### src/hdl/piaar_map.vh
/*
 * Constants for the identifier and advertisement register block:
 * register addresses, field positions, reset values, strap decode
 * and management frame lengths.
 * Assumes inclusion by bare name from the design files.
 */
`ifndef PIAAR_MAP_VH
`define PIAAR_MAP_VH

// register addresses on the management bus
`define PIAAR_REG_IDENT_LOW    5'h03
`define PIAAR_REG_ADVERT       5'h04

// identifier low field positions
`define PIAAR_ID_ORG_HI        15
`define PIAAR_ID_ORG_LO        10
`define PIAAR_ID_MODEL_HI      9
`define PIAAR_ID_MODEL_LO      4
`define PIAAR_ID_REV_HI        3
`define PIAAR_ID_REV_LO        0

// advertisement field positions
`define PIAAR_ADV_NEXT_PAGE    15
`define PIAAR_ADV_RSVD_14      14
`define PIAAR_ADV_FAR_FAULT    13
`define PIAAR_ADV_PAUSE        10
`define PIAAR_ADV_FOUR_PAIR    9
`define PIAAR_ADV_ABIL_HI      8
`define PIAAR_ADV_ABIL_LO      5
`define PIAAR_ADV_SEL_HI       4
`define PIAAR_ADV_SEL_LO       0

// writable bits: 15, 13, 10, 8..0
`define PIAAR_ADV_WR_MASK      16'hA5FF
// reset value before the straps are taken in
`define PIAAR_ADV_RESET        16'h0001
`define PIAAR_SEL_CSMA         5'h01

// ability bits 8..5 chosen by the two straps {b, a}
`define PIAAR_STRAP_00         4'hF
`define PIAAR_STRAP_01         4'h3
`define PIAAR_STRAP_10         4'hC
`define PIAAR_STRAP_11         4'h5
// edges after reset release before the synchronised straps are valid
`define PIAAR_STRAP_SETTLE     2'h2

// management frame
`define PIAAR_PREAMBLE_BITS    6'h20
`define PIAAR_HDR_LAST         5'h0B
`define PIAAR_DATA_BITS        5'h10
`define PIAAR_DATA_LAST        5'h0F
`define PIAAR_SKIP_LAST        5'h11
`define PIAAR_OP_READ          2'h2
`define PIAAR_OP_WRITE         2'h1

`endif

### src/hdl/piaar_sync.v
/*
 * Two-flop synchroniser for a group of pin inputs.
 * Assumes the inputs are asynchronous to i_clk; the output is
 * safe to feed logic on i_clk.
 */
`timescale 1ns/100ps
module piaar_sync #(
    parameter W = 4
) (
    // clock and reset
    input  wire         i_clk,
    input  wire         i_rst_n,
    // pins
    input  wire [W-1:0] i_async,
    // synchronised copy
    output reg  [W-1:0] o_sync
);

    reg [W-1:0] meta;

    // meta is read only by the second stage
    always @(posedge i_clk or negedge i_rst_n) begin
        if (!i_rst_n) begin
            meta   <= {W{1'b0}};
            o_sync <= {W{1'b0}};
        end else begin
            meta   <= i_async;
            o_sync <= meta;
        end
    end

endmodule

### src/hdl/piaar_mgmt_regs.v
/*
 * Identifier-low and auto-negotiation advertisement registers behind
 * the serial management interface (clock pin plus two-way data pin).
 * Assumes mdc and mdio come from the station manager, asynchronous to
 * i_clk and far slower than it; the negotiation engine reads
 * o_advert_word.
 */
// Summary of operation
// - identifier bits 15:10 hold fixed organisation code bits 19..24
// - identifier bits 9:4 hold fixed model number, msb at bit 9
// - identifier bits 3:0 hold fixed revision, msb at bit 3
// - advertisement register is the ability word sent to the partner
// - bit 15 next page request, read-write, resets to 0
// - bit 14 reserved, writes ignored, reads 0
// - bit 13 far fault advertisement, read-write, resets to 0
// - bits 12:11 reserved, read 0; software writes zeros
// - bit 10 pause flow control advertisement, read-write, resets to 0
// - bit 9 four-pair ability, read-only zero
// - bits 8:5 reset to 0, loaded from two straps on the third clock edge after reset release, then software-writable
// - bit 8 advertises 100 Mb/s full duplex
// - bit 7 advertises 100 Mb/s half duplex
// - bit 6 advertises 10 Mb/s full duplex, bit 5 10 Mb/s
// - bits 4:0 selector, read-write, resets to 00001
`timescale 1ns/100ps
`include "piaar_map.vh"
module piaar_mgmt_regs #(
    parameter [4:0] PHY_ADDR   = 5'h01,
    // identity values below are arbitrary
    parameter [5:0] ORG_CODE   = 6'h2A,
    parameter [5:0] MODEL_NUM  = 6'h15,
    parameter [3:0] REVISION   = 4'h3
) (
    // clock and reset
    input  wire        i_clk,
    input  wire        i_rst_n,
    // serial management pins
    input  wire        i_mdc,
    input  wire        i_mdio,
    output reg         o_mdio,
    output reg         o_mdio_oe,
    // negotiation straps
    input  wire        i_negotiation_strap_a,
    input  wire        i_negotiation_strap_b,
    // ability word to the negotiation engine
    output reg  [15:0] o_advert_word
);

    localparam [7:0] S_PRE   = 8'b0000_0001;
    localparam [7:0] S_ST    = 8'b0000_0010;
    localparam [7:0] S_HDR   = 8'b0000_0100;
    localparam [7:0] S_TA_RD = 8'b0000_1000;
    localparam [7:0] S_RD    = 8'b0001_0000;
    localparam [7:0] S_TA_WR = 8'b0010_0000;
    localparam [7:0] S_WR    = 8'b0100_0000;
    localparam [7:0] S_SKIP  = 8'b1000_0000;

    wire [3:0]  sync;
    wire        mdc_s;
    wire        mdio_s;
    wire [1:0]  strap_s;
    reg         mdc_q;
    wire        mdc_rise;
    reg  [7:0]  state;
    reg  [5:0]  pre_cnt;
    reg  [4:0]  bit_cnt;
    reg  [15:0] shift;
    reg  [15:0] rd_word;
    reg  [4:0]  wr_addr;
    reg         wr_stb;
    reg  [15:0] wr_data;
    reg  [1:0]  strap_cnt;
    reg         strap_done;
    wire [11:0] hdr;
    wire [15:0] ident_low;

    // pins pass two flops before any logic
    piaar_sync #(
        .W (4)
    ) u_sync (
        .i_clk   (i_clk),
        .i_rst_n (i_rst_n),
        .i_async ({i_mdc, i_mdio, i_negotiation_strap_b, i_negotiation_strap_a}),
        .o_sync  (sync)
    );

    assign mdc_s    = sync[3];
    assign mdio_s   = sync[2];
    assign strap_s  = sync[1:0];
    assign mdc_rise = mdc_s & ~mdc_q;
    assign hdr      = {shift[10:0], mdio_s};

    // fixed identifier word, no storage so writes cannot reach it
    assign ident_low = {ORG_CODE, MODEL_NUM, REVISION};

    function [3:0] strap_abilities;
        input [1:0] straps;
        begin
            case (straps)
                2'b00: strap_abilities = `PIAAR_STRAP_00;
                2'b01: strap_abilities = `PIAAR_STRAP_01;
                2'b10: strap_abilities = `PIAAR_STRAP_10;
                default: strap_abilities = `PIAAR_STRAP_11;
            endcase
        end
    endfunction

    function [15:0] read_word;
        input [4:0]  addr;
        input [15:0] advert;
        input [15:0] ident;
        begin
            if (addr == `PIAAR_REG_IDENT_LOW) begin
                read_word = ident;
            end else if (addr == `PIAAR_REG_ADVERT) begin
                read_word = advert;
            end else begin
                read_word = 16'h0000;
            end
        end
    endfunction

    always @(posedge i_clk or negedge i_rst_n) begin
        if (!i_rst_n) begin
            mdc_q <= 1'b0;
        end else begin
            mdc_q <= mdc_s;
        end
    end

    // straps caught after release, once the synchroniser holds real levels
    always @(posedge i_clk or negedge i_rst_n) begin
        if (!i_rst_n) begin
            strap_cnt  <= 2'h0;
            strap_done <= 1'b0;
        end else if (!strap_done) begin
            if (strap_cnt == `PIAAR_STRAP_SETTLE) begin
                strap_done <= 1'b1;
            end else begin
                strap_cnt <= strap_cnt + 2'h1;
            end
        end
    end

    // advertisement register; reserved and four-pair bits never stored
    always @(posedge i_clk or negedge i_rst_n) begin
        if (!i_rst_n) begin
            o_advert_word <= `PIAAR_ADV_RESET;
        end else if (!strap_done && strap_cnt == `PIAAR_STRAP_SETTLE) begin
            o_advert_word[`PIAAR_ADV_ABIL_HI:`PIAAR_ADV_ABIL_LO] <=
                strap_abilities(strap_s);
        end else if (wr_stb && wr_addr == `PIAAR_REG_ADVERT) begin
            // masked write keeps bits 14, 12, 11 and 9 at zero
            o_advert_word <= (o_advert_word & ~`PIAAR_ADV_WR_MASK)
                           | (wr_data & `PIAAR_ADV_WR_MASK);
        end
    end

    // frame engine, one step per rising mdc
    always @(posedge i_clk or negedge i_rst_n) begin
        if (!i_rst_n) begin
            state     <= S_PRE;
            pre_cnt   <= 6'h00;
            bit_cnt   <= 5'h00;
            shift     <= 16'h0000;
            rd_word   <= 16'h0000;
            wr_addr   <= 5'h00;
            wr_stb    <= 1'b0;
            wr_data   <= 16'h0000;
            o_mdio    <= 1'b0;
            o_mdio_oe <= 1'b0;
        end else begin
            wr_stb <= 1'b0;
            if (mdc_rise) begin
                case (state)
                    S_PRE: begin
                        if (mdio_s) begin
                            if (pre_cnt != `PIAAR_PREAMBLE_BITS) begin
                                pre_cnt <= pre_cnt + 6'h01;
                            end
                        end else if (pre_cnt == `PIAAR_PREAMBLE_BITS) begin
                            state <= S_ST;
                        end else begin
                            pre_cnt <= 6'h00;
                        end
                    end
                    S_ST: begin
                        pre_cnt <= 6'h00;
                        bit_cnt <= 5'h00;
                        if (mdio_s) begin
                            state <= S_HDR;
                        end else begin
                            state <= S_PRE;
                        end
                    end
                    S_HDR: begin
                        shift   <= {shift[14:0], mdio_s};
                        bit_cnt <= bit_cnt + 5'h01;
                        if (bit_cnt == `PIAAR_HDR_LAST) begin
                            bit_cnt <= 5'h00;
                            wr_addr <= hdr[4:0];
                            if (hdr[9:5] != PHY_ADDR) begin
                                state <= S_SKIP;
                            end else if (hdr[11:10] == `PIAAR_OP_READ) begin
                                rd_word <= read_word(hdr[4:0], o_advert_word, ident_low);
                                state   <= S_TA_RD;
                            end else if (hdr[11:10] == `PIAAR_OP_WRITE) begin
                                state <= S_TA_WR;
                            end else begin
                                state <= S_SKIP;
                            end
                        end
                    end
                    S_TA_RD: begin
                        // second turnaround bit driven low
                        o_mdio_oe <= 1'b1;
                        o_mdio    <= 1'b0;
                        state     <= S_RD;
                    end
                    S_RD: begin
                        bit_cnt <= bit_cnt + 5'h01;
                        if (bit_cnt == `PIAAR_DATA_BITS) begin
                            o_mdio_oe <= 1'b0;
                            o_mdio    <= 1'b0;
                            bit_cnt   <= 5'h00;
                            state     <= S_PRE;
                        end else begin
                            o_mdio  <= rd_word[15];
                            rd_word <= {rd_word[14:0], 1'b0};
                        end
                    end
                    S_TA_WR: begin
                        bit_cnt <= bit_cnt + 5'h01;
                        if (bit_cnt != 5'h00) begin
                            bit_cnt <= 5'h00;
                            state   <= S_WR;
                        end
                    end
                    S_WR: begin
                        shift   <= {shift[14:0], mdio_s};
                        bit_cnt <= bit_cnt + 5'h01;
                        if (bit_cnt == `PIAAR_DATA_LAST) begin
                            // identifier address ignored by the register process
                            wr_stb  <= 1'b1;
                            wr_data <= {shift[14:0], mdio_s};
                            bit_cnt <= 5'h00;
                            state   <= S_PRE;
                        end
                    end
                    default: begin
                        // frame for another port or with another opcode: sit out turnaround and data
                        bit_cnt <= bit_cnt + 5'h01;
                        if (bit_cnt == `PIAAR_SKIP_LAST) begin
                            bit_cnt <= 5'h00;
                            state   <= S_PRE;
                        end
                    end
                endcase
            end
        end
    end

endmodule

### config.mk
export PLATFORM = sky130hd
export DESIGN_NAME = piaar_mgmt_regs
export DESIGN_NICKNAME = d
export VERILOG_FILES = /design/src/hdl/piaar_sync.v /design/src/hdl/piaar_mgmt_regs.v
export VERILOG_INCLUDE_DIRS = /design/src /design/src/hdl
export SDC_FILE = /design/constraint.sdc
export NUM_CORES = 1
export LEC_CHECK = 0
export BUFFER_PORTS_ARGS = -buffer_cell sky130_fd_sc_hd__buf_4
export CORE_MARGIN = 2
export CORE_UTILIZATION = 35
export CTS_CLUSTER_DIAMETER = 200
export DETAILED_ROUTE_END_ITERATION = 6
export GPL_TIMING_DRIVEN = 0
export PLACE_DENSITY = 0.48
export SYNTH_ARGS = -nofsm -noshare
export SYNTH_HDL_FRONTEND = slang
export SYNTH_HIERARCHICAL = 1
export SYNTH_SLANG_ARGS = --single-unit
export TNS_END_PERCENT = 100
### constraint.sdc
create_clock -name i_clk -period 3.6 [get_ports i_clk]
set_input_delay 0.54 -clock i_clk [delete_from_list [all_inputs] [get_ports i_clk]]
set_output_delay 0.54 -clock i_clk [all_outputs]
set_load 0.02 [all_outputs]
* Word-level counts from Yosys, hierarchy flattened *
Cells that the tools add are included.

storage, ports and cells
  input port bits = 6
  register bits after elaboration = 102

operators by class
  $add $sub $neg = 3
  mux-type cells = 41
  eq/ne operators = 33
  reduce and logical (&&, ||, !) cells = 23
  bitwise logic cells = 7

operators by type and width
  kind                  count
  $mux W16              6
  $mux W8               10
  $pmux W8 S7           1
  $pmux W16 S2          1
  $pmux W5 S6           1
  $mux W5               5
  $mux W6               3
  $ne A2 B2 Y1 const B  9
  $or A15 B16 Y16       1
  $pmux W4 S3           1
  $pmux W6 S2           1
  $eq A5 B3 Y1 const B  2
  $eq A5 B4 Y1 const B  2
  $eq A5 B5 Y1 const B  2
  $reduce_and A2 Y1     5
  $mux W9               1
  $reduce_and A3 Y1     3
  $eq A8 B1 Y1 const B  1
  $eq A8 B2 Y1 const B  1
  $eq A8 B3 Y1 const B  1
  $eq A8 B4 Y1 const B  1
  $eq A8 B5 Y1 const B  1
  $eq A8 B6 Y1 const B  1
  $eq A8 B7 Y1 const B  1
  27 further kinds      46

* Depth between registers and ports, before layout *
Gate-level depths: netlist of run 1.

  depth after elaboration = 7
  depth in mapped cells = 8

* Hierarchy *
The synthesis of run 1 kept the hierarchy.

by module, submodules not included
  module           seq. area each (sq um)  times used  cells an instance  area each (sq um)
  piaar_mgmt_regs  2154.6                  1           381                4384.2
  piaar_sync       200.2                   1           8                  200.2

* Worst setup path after synthesis of run 1 *
Ideal clock, no wire load.

  path type = reg2reg
  start point = register state[6]
  end point = register rd_word[13]
  required time = 3472 ps
  cell stages (with the launch flop) = 9
  path slack = 1175 ps
  clock period less this slack = 2425 ps
  arrival time = 2297 ps
  library setup time = 128 ps
  cell sequence = dfrtp_1 buf_6 or4_1 buf_6 nor4_4 nand2_2 a21oi_4 buf_6 mux2_1

on the way
  longest elaborated chain between the ends = 3
  elaborated cells on any way between the ends = 9

RTL lines
  what                                                                 RTL line               source
  start: declaration                                                   piaar_mgmt_regs.v:63   reg [7:0] state;
  start signal: assignment                                             piaar_mgmt_regs.v:161  state <= S_PRE;
  start signal: assignment                                             piaar_mgmt_regs.v:181  state <= S_ST;
  start signal: assignment                                             piaar_mgmt_regs.v:190  state <= S_HDR;
  $eq A8 B5 Y1 or $eq A8 B3 Y1 (tied branches)                         piaar_mgmt_regs.v:174  case (state)
  $ne A2 B2 Y1 (no source line) or $reduce_bool A2 Y1 (tied branches)  -
  $reduce_and A6 Y1 (no source line)                                   -
  end signal: assignment                                               piaar_mgmt_regs.v:204  rd_word <= read_word(hdr[4:0], o_advert_word, ident_low);
  end signal: assignment                                               piaar_mgmt_regs.v:228  rd_word <= {rd_word[14:0], 1'b0};
  end: declaration                                                     piaar_mgmt_regs.v:67   reg [15:0] rd_word;

Parallel ways exist; a longest one is shown, timed or not.
A chain may end at the register's enable or synchronous reset.

* Worst setup path in the final report of run 1 *
  start point = register u_sync.o_sync[2]
  end point = register rd_word[10]

on the way
  longest elaborated chain between the ends = 7
  elaborated cells on any way between the ends = 8

RTL lines
  what                           RTL line               source
  start: declaration             piaar_sync.v:16        output reg [W-1:0] o_sync
  start signal: assignment       piaar_sync.v:25        o_sync <= {W{1'b0}};
  start signal: assignment       piaar_sync.v:28        o_sync <= meta;
  $eq A5 B3 Y1 (no source line)  -
  $mux W16                       piaar_mgmt_regs.v:114  end else if (addr == `PIAAR_REG_ADVERT) begin
  $mux W16 (*)                   piaar_mgmt_regs.v:112  if (addr == `PIAAR_REG_IDENT_LOW) begin
  $mux W16 (*)                   piaar_mgmt_regs.v:203  end else if (hdr[11:10] == `PIAAR_OP_READ) begin
  $mux W16 (*)                   piaar_mgmt_regs.v:201  if (hdr[9:5] != PHY_ADDR) begin
  $mux W16 (*)                   piaar_mgmt_regs.v:198  if (bit_cnt == `PIAAR_HDR_LAST) begin
  $pmux W16 S2 (*)               piaar_mgmt_regs.v:174

Every way passes the cells marked *; elsewhere a longest branch is shown, timed or not. The select of a mux whose other input is x is not followed.

==> results of run 1 <==
-- per-layer routing --
layer | up-vias | global-route usage (%) | wire length, um | share of wire (%)
met5 | - | 0 | 0 | 0
met4 | 0 | 6.25 | 187 | 2.0
met3 | 11 | 2.61 | 292 | 3.1
met2 | 42 | 20.6 | 4160 | 44
met1 | 1497 | 20.8 | 4740 | 50
li1 | 1445 | - | - | -
-- worst reg2reg max path, stage by stage (launching register included) --
cell and delay (ns):
dfrtp_1 0.36, clkdlybuf4s50_1 0.61, nor3b_1 0.33, and2_1 0.17, clkbuf_1 0.31, a21boi_0 0.77
a22o_1 0.24, mux2_1 0.12
-- final timing paths --
check                                         to  cells past startpoint                   from
worst max-delay path                 rd_word[10]                      7       u_sync/o_sync[2]
worst min-delay path              u_sync/meta[0]                      1  i_negotiation_strap_a
worst max register to register       rd_word[10]                      7       u_sync/o_sync[2]
worst min register to register  u_sync/o_sync[2]                      0         u_sync/meta[2]
max in group asynchronous              shift[13]                      1                i_rst_n
min in group asynchronous             bit_cnt[2]                      1                i_rst_n
-- power by group through the flow --
stage / combinational [uW] / clock, uW / sequential (uW)
6_report: 128 / 1120 / 1100
5_1_grt: 151 / 1200 / 1100
4_1_cts: 132 / 1150 / 1100
3_5_place_dp: 133 / 0 / 1120
3_3_place_gp: 130 / 0 / 1120
2_1_floorplan: 82.6 / 0 / 1120
-- registers in the layout, indices dropped and copies added, names as in the netlist --
signal	cells
strap_cnt	2
o_mdio	1
u_sync/o_sync	4
strap_done	1
o_advert_word	12
o_mdio_oe	1
state	8
pre_cnt	6
wr_stb	1
rd_word	16
shift	15
mdc_q	1
u_sync/meta	4
wr_addr	5
wr_data	12
bit_cnt	5
-- cell families (layout without fill, tap and decap cells) --
| kind of cell | Yosys count | count (layout) |
|---|---|---|
| AOI/OAI and AO/OA | 54 | 54 |
| DFF | 94 | 94 |
| and+or+nand+nor | 122 | 122 |
| xor gates and xnor gates | 4 | 4 |
| adders and majority gates | 10 | 10 |
| muxes | 64 | 64 |
| buffers and inverters | 40 | 75 |
| other | 1 | 4 |
-- final cells by class --
type | count | area (um2) | area share (%)
flip-flops and latches | 94 | 2350 | 44.4
clock buffers | 9 | 225 | 4.24
clock inverters | 7 | 129 | 2.43
multi-input cells | 258 | 2000 | 37.6
inverters | 18 | 67.6 | 1.27
well taps | 172 | 215 | 4.05
plain buffers | 22 | 176 | 3.32
repair buffers | 19 | 143 | 2.69
-- metrics by stage --
stage | cell area [um2] | util [%] | hold slack, ns | setup WS, ns | std cells
finish | 5310 | 41.7 | 0.295 | 0.634 | 599
global route | 5310 | 41.7 | 0.282 | 0.399 | 599
CTS | 5310 | 41.7 | 0.283 | 0.587 | 599
detailed placement | 4950 | 38.9 | 0.335 | 0.624 | 583
global placement | 4950 | 38.9 | 0.332 | 0.621 | 583
floorplan | 4600 | - | 0.244 | 1.18 | 392
-- cell usage in the layout (no fill, tap or decap), types with 3 or more instances in the layout --
master	instances
nand2b_1	8
xnor2_1	3
mux2i_1	6
nor4_1	5
buf_6	4
inv_1	18
buf_4	23
o21ai_0	18
nor3_1	8
mux2_2	51
or2_2	4
conb_1	4
nor3b_1	4
mux2_1	7
nand3_1	9
a22o_1	6
nand2_1	30
nor2_1	17
nor4b_1	5
bufinv_16	3
clkbuf_8	4
clkbuf_16	9
a21oi_1	11
dfrtp_1	92
nor2b_1	4
ha_1	10
clkbuf_1	7
==> impl_metrics.tcl, run 1 <==
set metrics [dict create \
    outcome "finished clean" \
    hold_viol_final 0 \
    cts_setup_buffers 0 \
    dr.pass1.iters 7 \
    rsz0062_at_grt "false" \
    numClockSinks 94 \
    vdd.ir_drop.worst_v 0.000183 \
    post_cts_resized 0 \
    synthAdderAreaFrac_pct 2.73 \
    slew_headroom_pct 19.6 \
    syn_inst 389 \
    synth_seq_cells 94 \
    startpoint_type "flop" \
    clock_skew_ns 0.00848 \
    critPathMaxStageDelay_ns 0.77 \
    yosys.area.top_type_share_pct 50.2 \
    synth_mux_area_share_pct 15.6 \
    cts.reportedPaths.clkPinSlew_ns 0.07 \
    syn_avg_cell_area_um2 11.8 \
    routed_via_density 5.00 \
    synth_xor_area_share_pct 0.764 \
    ys_top_cells_by_area "dfrtp_1 50%, mux2_2 13%, ha_1 2.7%" \
    p_per_area_mw_per_mm2 443 \
    ios 24 \
    synthArstFlopShare_pct 100 \
    worstMarginPinSlew_ns 1.21 \
    routed_wl_um 9380 \
    design.core.area_mm2 0.0127 \
    finalPower_uw 2350 \
    synth-simple-area-share_pct 15.9 \
    vias 2995 \
    min_period_ns 2.97 \
    finalSetupViolCount 0 \
    critPathMaxFanout 9 \
    worst_hold_path_type "input port to flop" \
    die_y_um 118 \
    fmax_mhz 337 \
    worstSetupPathType "flop to flop" \
    leakage_uw 0.00248 \
    clk_latency_ns 0.35 \
    arrival_ns 3.26 \
    track_usage_pct 14.3 \
    antenna_found_initial 0 \
    postCtsHoldBufs 0 \
    setup_tns_ns 0 \
    drv_cap 0 \
    required_ns 3.89 \
    first_iter_violations 137 \
    finalCritPeriodShare_pct 82.4 \
    grt_max_degree 95 \
    htree_levels 3 \
    end_kind "flop" \
    gp_congestion 0.804 \
    fp.dieW_um 118 \
    n_antenna_cell 0 \
    grt_pass1_wl_um 15600 \
    slew_violations 0 \
    numCtsBuffers 9 \
    fillCellCount 1271 \
    synthFlopType "dfrtp_1" \
    cts_tree "built" \
    synth_top_family_by_area "simple AND/OR/NAND/NOR gates" \
    synth_commonest_cells "92 x dfrtp_1, 51 x mux2_2, 30 x nand2_1, 18 x inv_1, 18 x o21ai_0" \
    synth_compound_area_share_pct 8.24 \
    p_sw_uw 535 \
    postRouteAntennaNets 0 \
    synth_top_cell_by_area "dfrtp_1" \
    yosysUniqueCellTypes 63 \
    fp.dieArea_mm2 0.0140 \
    seq_power_share_pct 46.8 \
    crit_chain "clkdlybuf4s50_1 > nor3b_1 > and2_1 > clkbuf_1 > a21boi_0 > a22o_1 > mux2_1" \
    path_buf_inv 2 \
    row_count 41 \
    p_clk_share_pct 47.8 \
    intPower_uw 1820 \
    cts-root-buf "clkbuf_16" \
    gr-total-overflow 0 \
    crit_slowest_cell "a21boi_0" \
    start_util_pct 36.0 \
    netlist_area_mm2 0.00458 \
    dp_hpwl_um 6560 \
    ff2ff_setup_slack_ns 0.63 \
    synth-edff-count 0 \
    grt_pass1_vias 2867 \
    yosysMostFrequentCell "dfrtp_1" \
    yosys_warnings 6 \
    ys_seq_area_share_pct 51.4 \
    area_growth_pct 15.8 \
    p_sw_share_pct 22.7 \
    wl_per_cell_um 15.7 \
    critPathTopFamily "compound AO/OA/AOI/OAI gates" \
    numPortBuffers 19 \
    final_layout_size_suffix_gt1_share_pct 29.5 \
    nNetsFinal 438 \
    combPwrFrac_pct 5.4 \
    clock_path_buffers 2 \
    drcViolationCount 0 \
]
Power figures use the tool's default switching activity.
==> run 2, diff against run 1 <==
clock period = 2.9 ns   (was 3.6 ns; I/O delays follow)
==> run 2 against run 1 <==
Worst hold slack got worse by 0.10 ns; clock skew about the same; sequential power increased by 25%.
==> impl_metrics.tcl, run 2 (synthesis gave the netlist of run 1 again) <==
set metrics [dict create \
    postRouteAntennaNets 0 \
    combPwrFrac_pct 5.4 \
    post_cts_resized 1 \
    drcViolationCount 0 \
    critPathTopFamily "simple AND/OR/NAND/NOR gates" \
    clock_skew_ns 0.00822 \
    design.core.area_mm2 0.0127 \
    required_ns 3.13 \
    critPathMaxFanout 10 \
    crit_top_cell "buf_6" \
    row_count 41 \
    antenna_found_initial 0 \
    nNetsFinal 438 \
    mostFrequentLayoutCell "dfrtp_1" \
    die_y_um 118 \
    leakage_uw 0.00248 \
    critPathMaxStageDelay_ns 0.51 \
    hold_end "u_sync/meta[0]" \
    numClockSinks 94 \
    rsz0062_at_grt "false" \
    regMostFlops "rd_word" \
    grt_pass1_wl_um 15600 \
    cts-root-buf "clkbuf_16" \
    area_growth_pct 15.9 \
    p_per_area_mw_per_mm2 550 \
    fin_cells 599 \
    fp.dieW_um 118 \
    hold_viol_final 0 \
    first_iter_violations 142 \
    routed_via_density 4.99 \
    clock_path_buffers 2 \
    gp_congestion 0.804 \
    worst_hold_path_type "input port to flop" \
    r2r_end "rd_word[6]" \
    numCtsBuffers 9 \
    wl_per_cell_um 15.6 \
    vdd.ir_drop.worst_v 0.000228 \
    crit_chain "buf_6 > or4_1 > buf_6 > nor4_4 > nand2_2 > a21oi_4 > buf_6 > mux2_1" \
    fmax_mhz 372 \
    track_usage_pct 14.3 \
    finalCritPeriodShare_pct 92.8 \
    gr-total-overflow 0 \
    grtUsageMet2_pct 20.6 \
    n_antenna_cell 0 \
    clk_latency_ns 0.35 \
    p_sw_uw 665 \
    min_from "i_negotiation_strap_a" \
    fp.dieArea_mm2 0.0140 \
    grt_max_degree 95 \
    grt_busiest_layer "met1" \
    finalPower_uw 2920 \
    post-route-util_pct 41.7 \
    worstMarginPinSlew_ns 1.21 \
    p_clk_share_pct 47.8 \
    start_util_pct 36.0 \
    p_sw_share_pct 22.7 \
    end_kind "flop" \
    post-place-cells 583 \
    dr.pass1.iters 4 \
    path_buf_inv 3 \
    reg2regPathDepth 8 \
    ios 24 \
    hold_depth 1 \
    worstSetupPathType "flop to flop" \
    reg_top3 "rd_word: 16 flops, shift: 15 flops" \
    grt_pass1_vias 2867 \
    dp_hpwl_um 6560 \
    r2r_start "state[6]" \
    seq_power_share_pct 46.8 \
    routed_wl_um 9360 \
    outcome "finished clean" \
    grt_use_met1_pct 20.8 \
    finalSetupViolCount 0 \
    startpoint_type "flop" \
    arrival_ns 2.92 \
    min_period_ns 2.69 \
    htree_levels 3 \
    cts_tree "built" \
    drv_cap 0 \
    numPortBuffers 19 \
    final_layout_size_suffix_gt1_share_pct 29.7 \
    path_depth 8 \
    final_cell_mix "92 x dfrtp_1, 51 x mux2_2, 30 x nand2_1" \
    cts_setup_buffers 0 \
    crit_slowest_cell "or4_1" \
    ff2ff_setup_slack_ns 0.21 \
    slew_violations 0 \
    vias 2988 \
    largest_register_ffs 16 \
    cts.reportedPaths.clkPinSlew_ns 0.07 \
    use_met3_pct 2.61 \
    intPower_uw 2260 \
    slew_headroom_pct 19.6 \
    postCtsHoldBufs 0 \
]
run 2: final cells by class:
cell class | instances | area [um2]
Buffer | 22 | 176
Clock buffer | 9 | 225
Clock inverter | 7 | 129
Fill cell | 1269 | 7410
Inverter | 18 | 67.6
Multi-Input combinational cell | 258 | 2000
Sequential cell | 94 | 2350
Tap cell | 172 | 215
Timing Repair Buffer | 19 | 143
run 2: worst max path at each step:
stage	startpoint	to	slack, ns
2_1_floorplan	state[6]	rd_word[13]	0.48
4_1_cts	state[6]	rd_word[6]	0.11
6_report	state[6]	rd_word[6]	0.21
3_5_place_dp	u_sync/o_sync[2]	rd_word[2]	-0.08
5_1_grt	state[6]	state[3]	0.05
3_3_place_gp	u_sync/o_sync[2]	rd_word[2]	-0.08
run 2: through the flow:
| stage | cell area (um2) | hold slack, ns | setup slack, ns | TNS [ns] |
|---|---|---|---|---|
| after floorplan | 4600 | 0.139 | 0.475 | 0 |
| after global placement | 4950 | 0.332 | -0.0791 | -0.349 |
| after detailed placement | 4950 | 0.335 | -0.0757 | -0.355 |
| after CTS | 5310 | 0.178 | 0.111 | 0 |
| after global routing | 5310 | 0.177 | 0.0494 | 0 |
| final | 5310 | 0.190 | 0.210 | 0 |
run 2: power groups by stage:
stage	sequential, uW	clock, uW	combinational, uW
floorplan	1390	0	102
global placement	1390	0	161
detailed placement	1390	0	165
CTS	1370	1430	164
global route	1370	1490	187
finish	1370	1400	159
run 2: metal layers:
metal	vias to the layer above	part of all wire, %
met4	0	2.0
li1	1440	-
met2	35	45
met3	11	2.5
met5	-	0
met1	1502	51
==> run 3, diff against run 2 <==
CORE_ASPECT_RATIO = 0.5   (was unset)
==> run 3 against run 2 <==
Routed wire length rose by 2.3%; worst setup slack got worse by 0.027 ns; core utilization fell by 0.82 points; power fell by 11%; die area rose by 0.40%; clock power fell by 24%; sequential cell count did not move; combinational power rose by 5%; critical path depth did not move; sequential share of layout area rose by 0.84 points; critical path type unchanged; critical endpoint is now rd_word[8].
==> impl_metrics.tcl, run 3 (synthesis gave the netlist of run 1 again) <==
set metrics [dict create \
    p_sw_share_pct 23.8 \
    p_per_area_mw_per_mm2 499 \
    fp.dieArea_mm2 0.0141 \
    worstSetupPathType "flop to flop" \
    seq_power_share_pct 52.6 \
    vdd.ir_drop.worst_v 0.000288 \
    rsz0062_at_grt "false" \
    grt_pass1_wl_um 16600 \
    antenna_found_initial 0 \
    clock_path_buffers 2 \
    hold_end "u_sync/meta[0]" \
    cts-root-buf "clkbuf_16" \
    startpoint_type "flop" \
    worstMarginPinSlew_ns 1.18 \
    design.core.area_mm2 0.0127 \
    design_area_mm2 0.00521 \
    leakage_uw 0.00243 \
    dr.pass1.iters 6 \
    final_layout_size_suffix_gt1_share_pct 28.9 \
    setup_ws_ns 0.183 \
    vias 3009 \
    htree_levels 3 \
    clock_skew_ns 0.00689 \
    finalPower_uw 2600 \
    hold_depth 1 \
    slew_headroom_pct 21.1 \
    grt_max_degree 95 \
    nNetsFinal 438 \
    hold_slack_ns 0.197 \
    mostFrequentLayoutCell "dfrtp_1" \
    hold_viol_final 0 \
    final_cell_mix "92 x dfrtp_1, 51 x mux2_2, 30 x nand2_1" \
    finalSetupViolCount 0 \
    arrival_ns 2.94 \
    reg_top3 "rd_word: 16 flops, shift: 15 flops" \
    track_usage_pct 14.8 \
    grt_pass1_vias 3115 \
    drcViolationCount 0 \
    gp_congestion 0.800 \
    reg2regPathDepth 8 \
    start_util_pct 36.0 \
    combPwrFrac_pct 6.4 \
    postRouteAntennaNets 0 \
    die_y_um 84.9 \
    fillCellCount 1216 \
    p_sw_uw 619 \
    regMostFlops "rd_word" \
    numClockSinks 94 \
    p_clk_share_pct 41.0 \
    intPower_uw 1980 \
    numCtsBuffers 9 \
    r2r_end "rd_word[8]" \
    row_count 29 \
    routed_wl_um 9570 \
    min_period_ns 2.72 \
    setup_tns_ns 0 \
    place_area_mm2 0.00495 \
    cts.reportedPaths.clkPinSlew_ns 0.06 \
    clk_latency_ns 0.34 \
    required_ns 3.12 \
    routed_via_density 5.05 \
    r2r_start "state[6]" \
    n_antenna_cell 0 \
    largest_register_ffs 16 \
    fp.dieW_um 166 \
    wl_per_cell_um 16.1 \
    ff2ff_setup_slack_ns 0.18 \
    end_kind "flop" \
    critPathMaxFanout 10 \
    dp_hpwl_um 6770 \
    worst_hold_path_type "input port to flop" \
    gr-total-overflow 0 \
    post_cts_resized 1 \
    drv_cap 0 \
    postCtsHoldBufs 0 \
    ios 24 \
    min_from "i_negotiation_strap_a" \
    cts_tree "built" \
    area_growth_pct 13.7 \
    cts_setup_buffers 0 \
    fmax_mhz 368 \
    outcome "finished clean" \
    numPortBuffers 19 \
    pre_cts_ws_ns 0.0213 \
    first_iter_violations 199 \
    finalCritPeriodShare_pct 93.7 \
    slew_violations 0 \
]
==> run 3: cell count changes in the layout (fill, tap and decap cells not counted) <==
| cell | previous run | this run |
|---|---|---|
| bufinv_16 | 3 | 0 |
| clkbuf_1 | 7 | 10 |
| inv_8 | 2 | 0 |
| clkinv_2 | 0 | 1 |
| clkinv_4 | 1 | 0 |
| inv_6 | 0 | 1 |
==> run 3: critical path: stages (launching register included) <==
cell,delay (ns)
dfrtp_1,0.38
buf_6,0.14
or4_1,0.51
buf_6,0.16
nor4_4,0.43
nand2_2,0.13
a21oi_4,0.30
buf_6,0.21
mux2_1,0.33
==> run 3: worst max-delay path by stage <==
| stage | startpoint | endpoint | slack [ns] | depth (start not counted) |
|---|---|---|---|---|
| after detailed placement | u_sync/o_sync[2] | rd_word[2] | 0.02 | 7 |
| after global routing | state[6] | rd_word[7] | 0.02 | 8 |
| final | state[6] | rd_word[8] | 0.18 | 8 |
| after CTS | state[6] | rd_word[8] | 0.18 | 8 |
| after global placement | u_sync/o_sync[2] | rd_word[2] | -0.01 | 7 |
| after floorplan | state[6] | rd_word[13] | 0.48 | 8 |
==> run 3: stage by stage <==
stage | util (%) | instances
floorplan | - | 392
global placement | 38.9 | 581
detailed placement | 38.9 | 581
CTS | 40.9 | 596
global route | 40.9 | 596
finish | 40.9 | 596
==> run 3: layout make-up <==
type                    count  area [um2]  area share (%)
clock buffers              12         236            4.54
repair buffers             19         143            2.74
plain buffers              22         176            3.38
well taps                 170         213            4.08
multi-input cells         258        2000            38.4
flip-flops and latches     94        2350            45.2
inverters                  18        67.6            1.30
clock inverters             3        21.3           0.408
==> run 3: power groups by stage <==
stage	Sequential [uW]	Combinational [uW]	Clock, uW
final	1370	167	1070
after global placement	1390	161	0
after CTS	1370	171	1110
after detailed placement	1390	170	0
after floorplan	1390	102	0
after global routing	1370	193	1160
==> run 3: per-layer routing <==
layer	routed length (um)	global-route usage, %	vias to the layer above
li1	-	-	1438
met1	4770	20.1	1520
met2	4430	23.9	39
met3	261	3.73	12
met4	102	4.35	0
met5	0	0	-
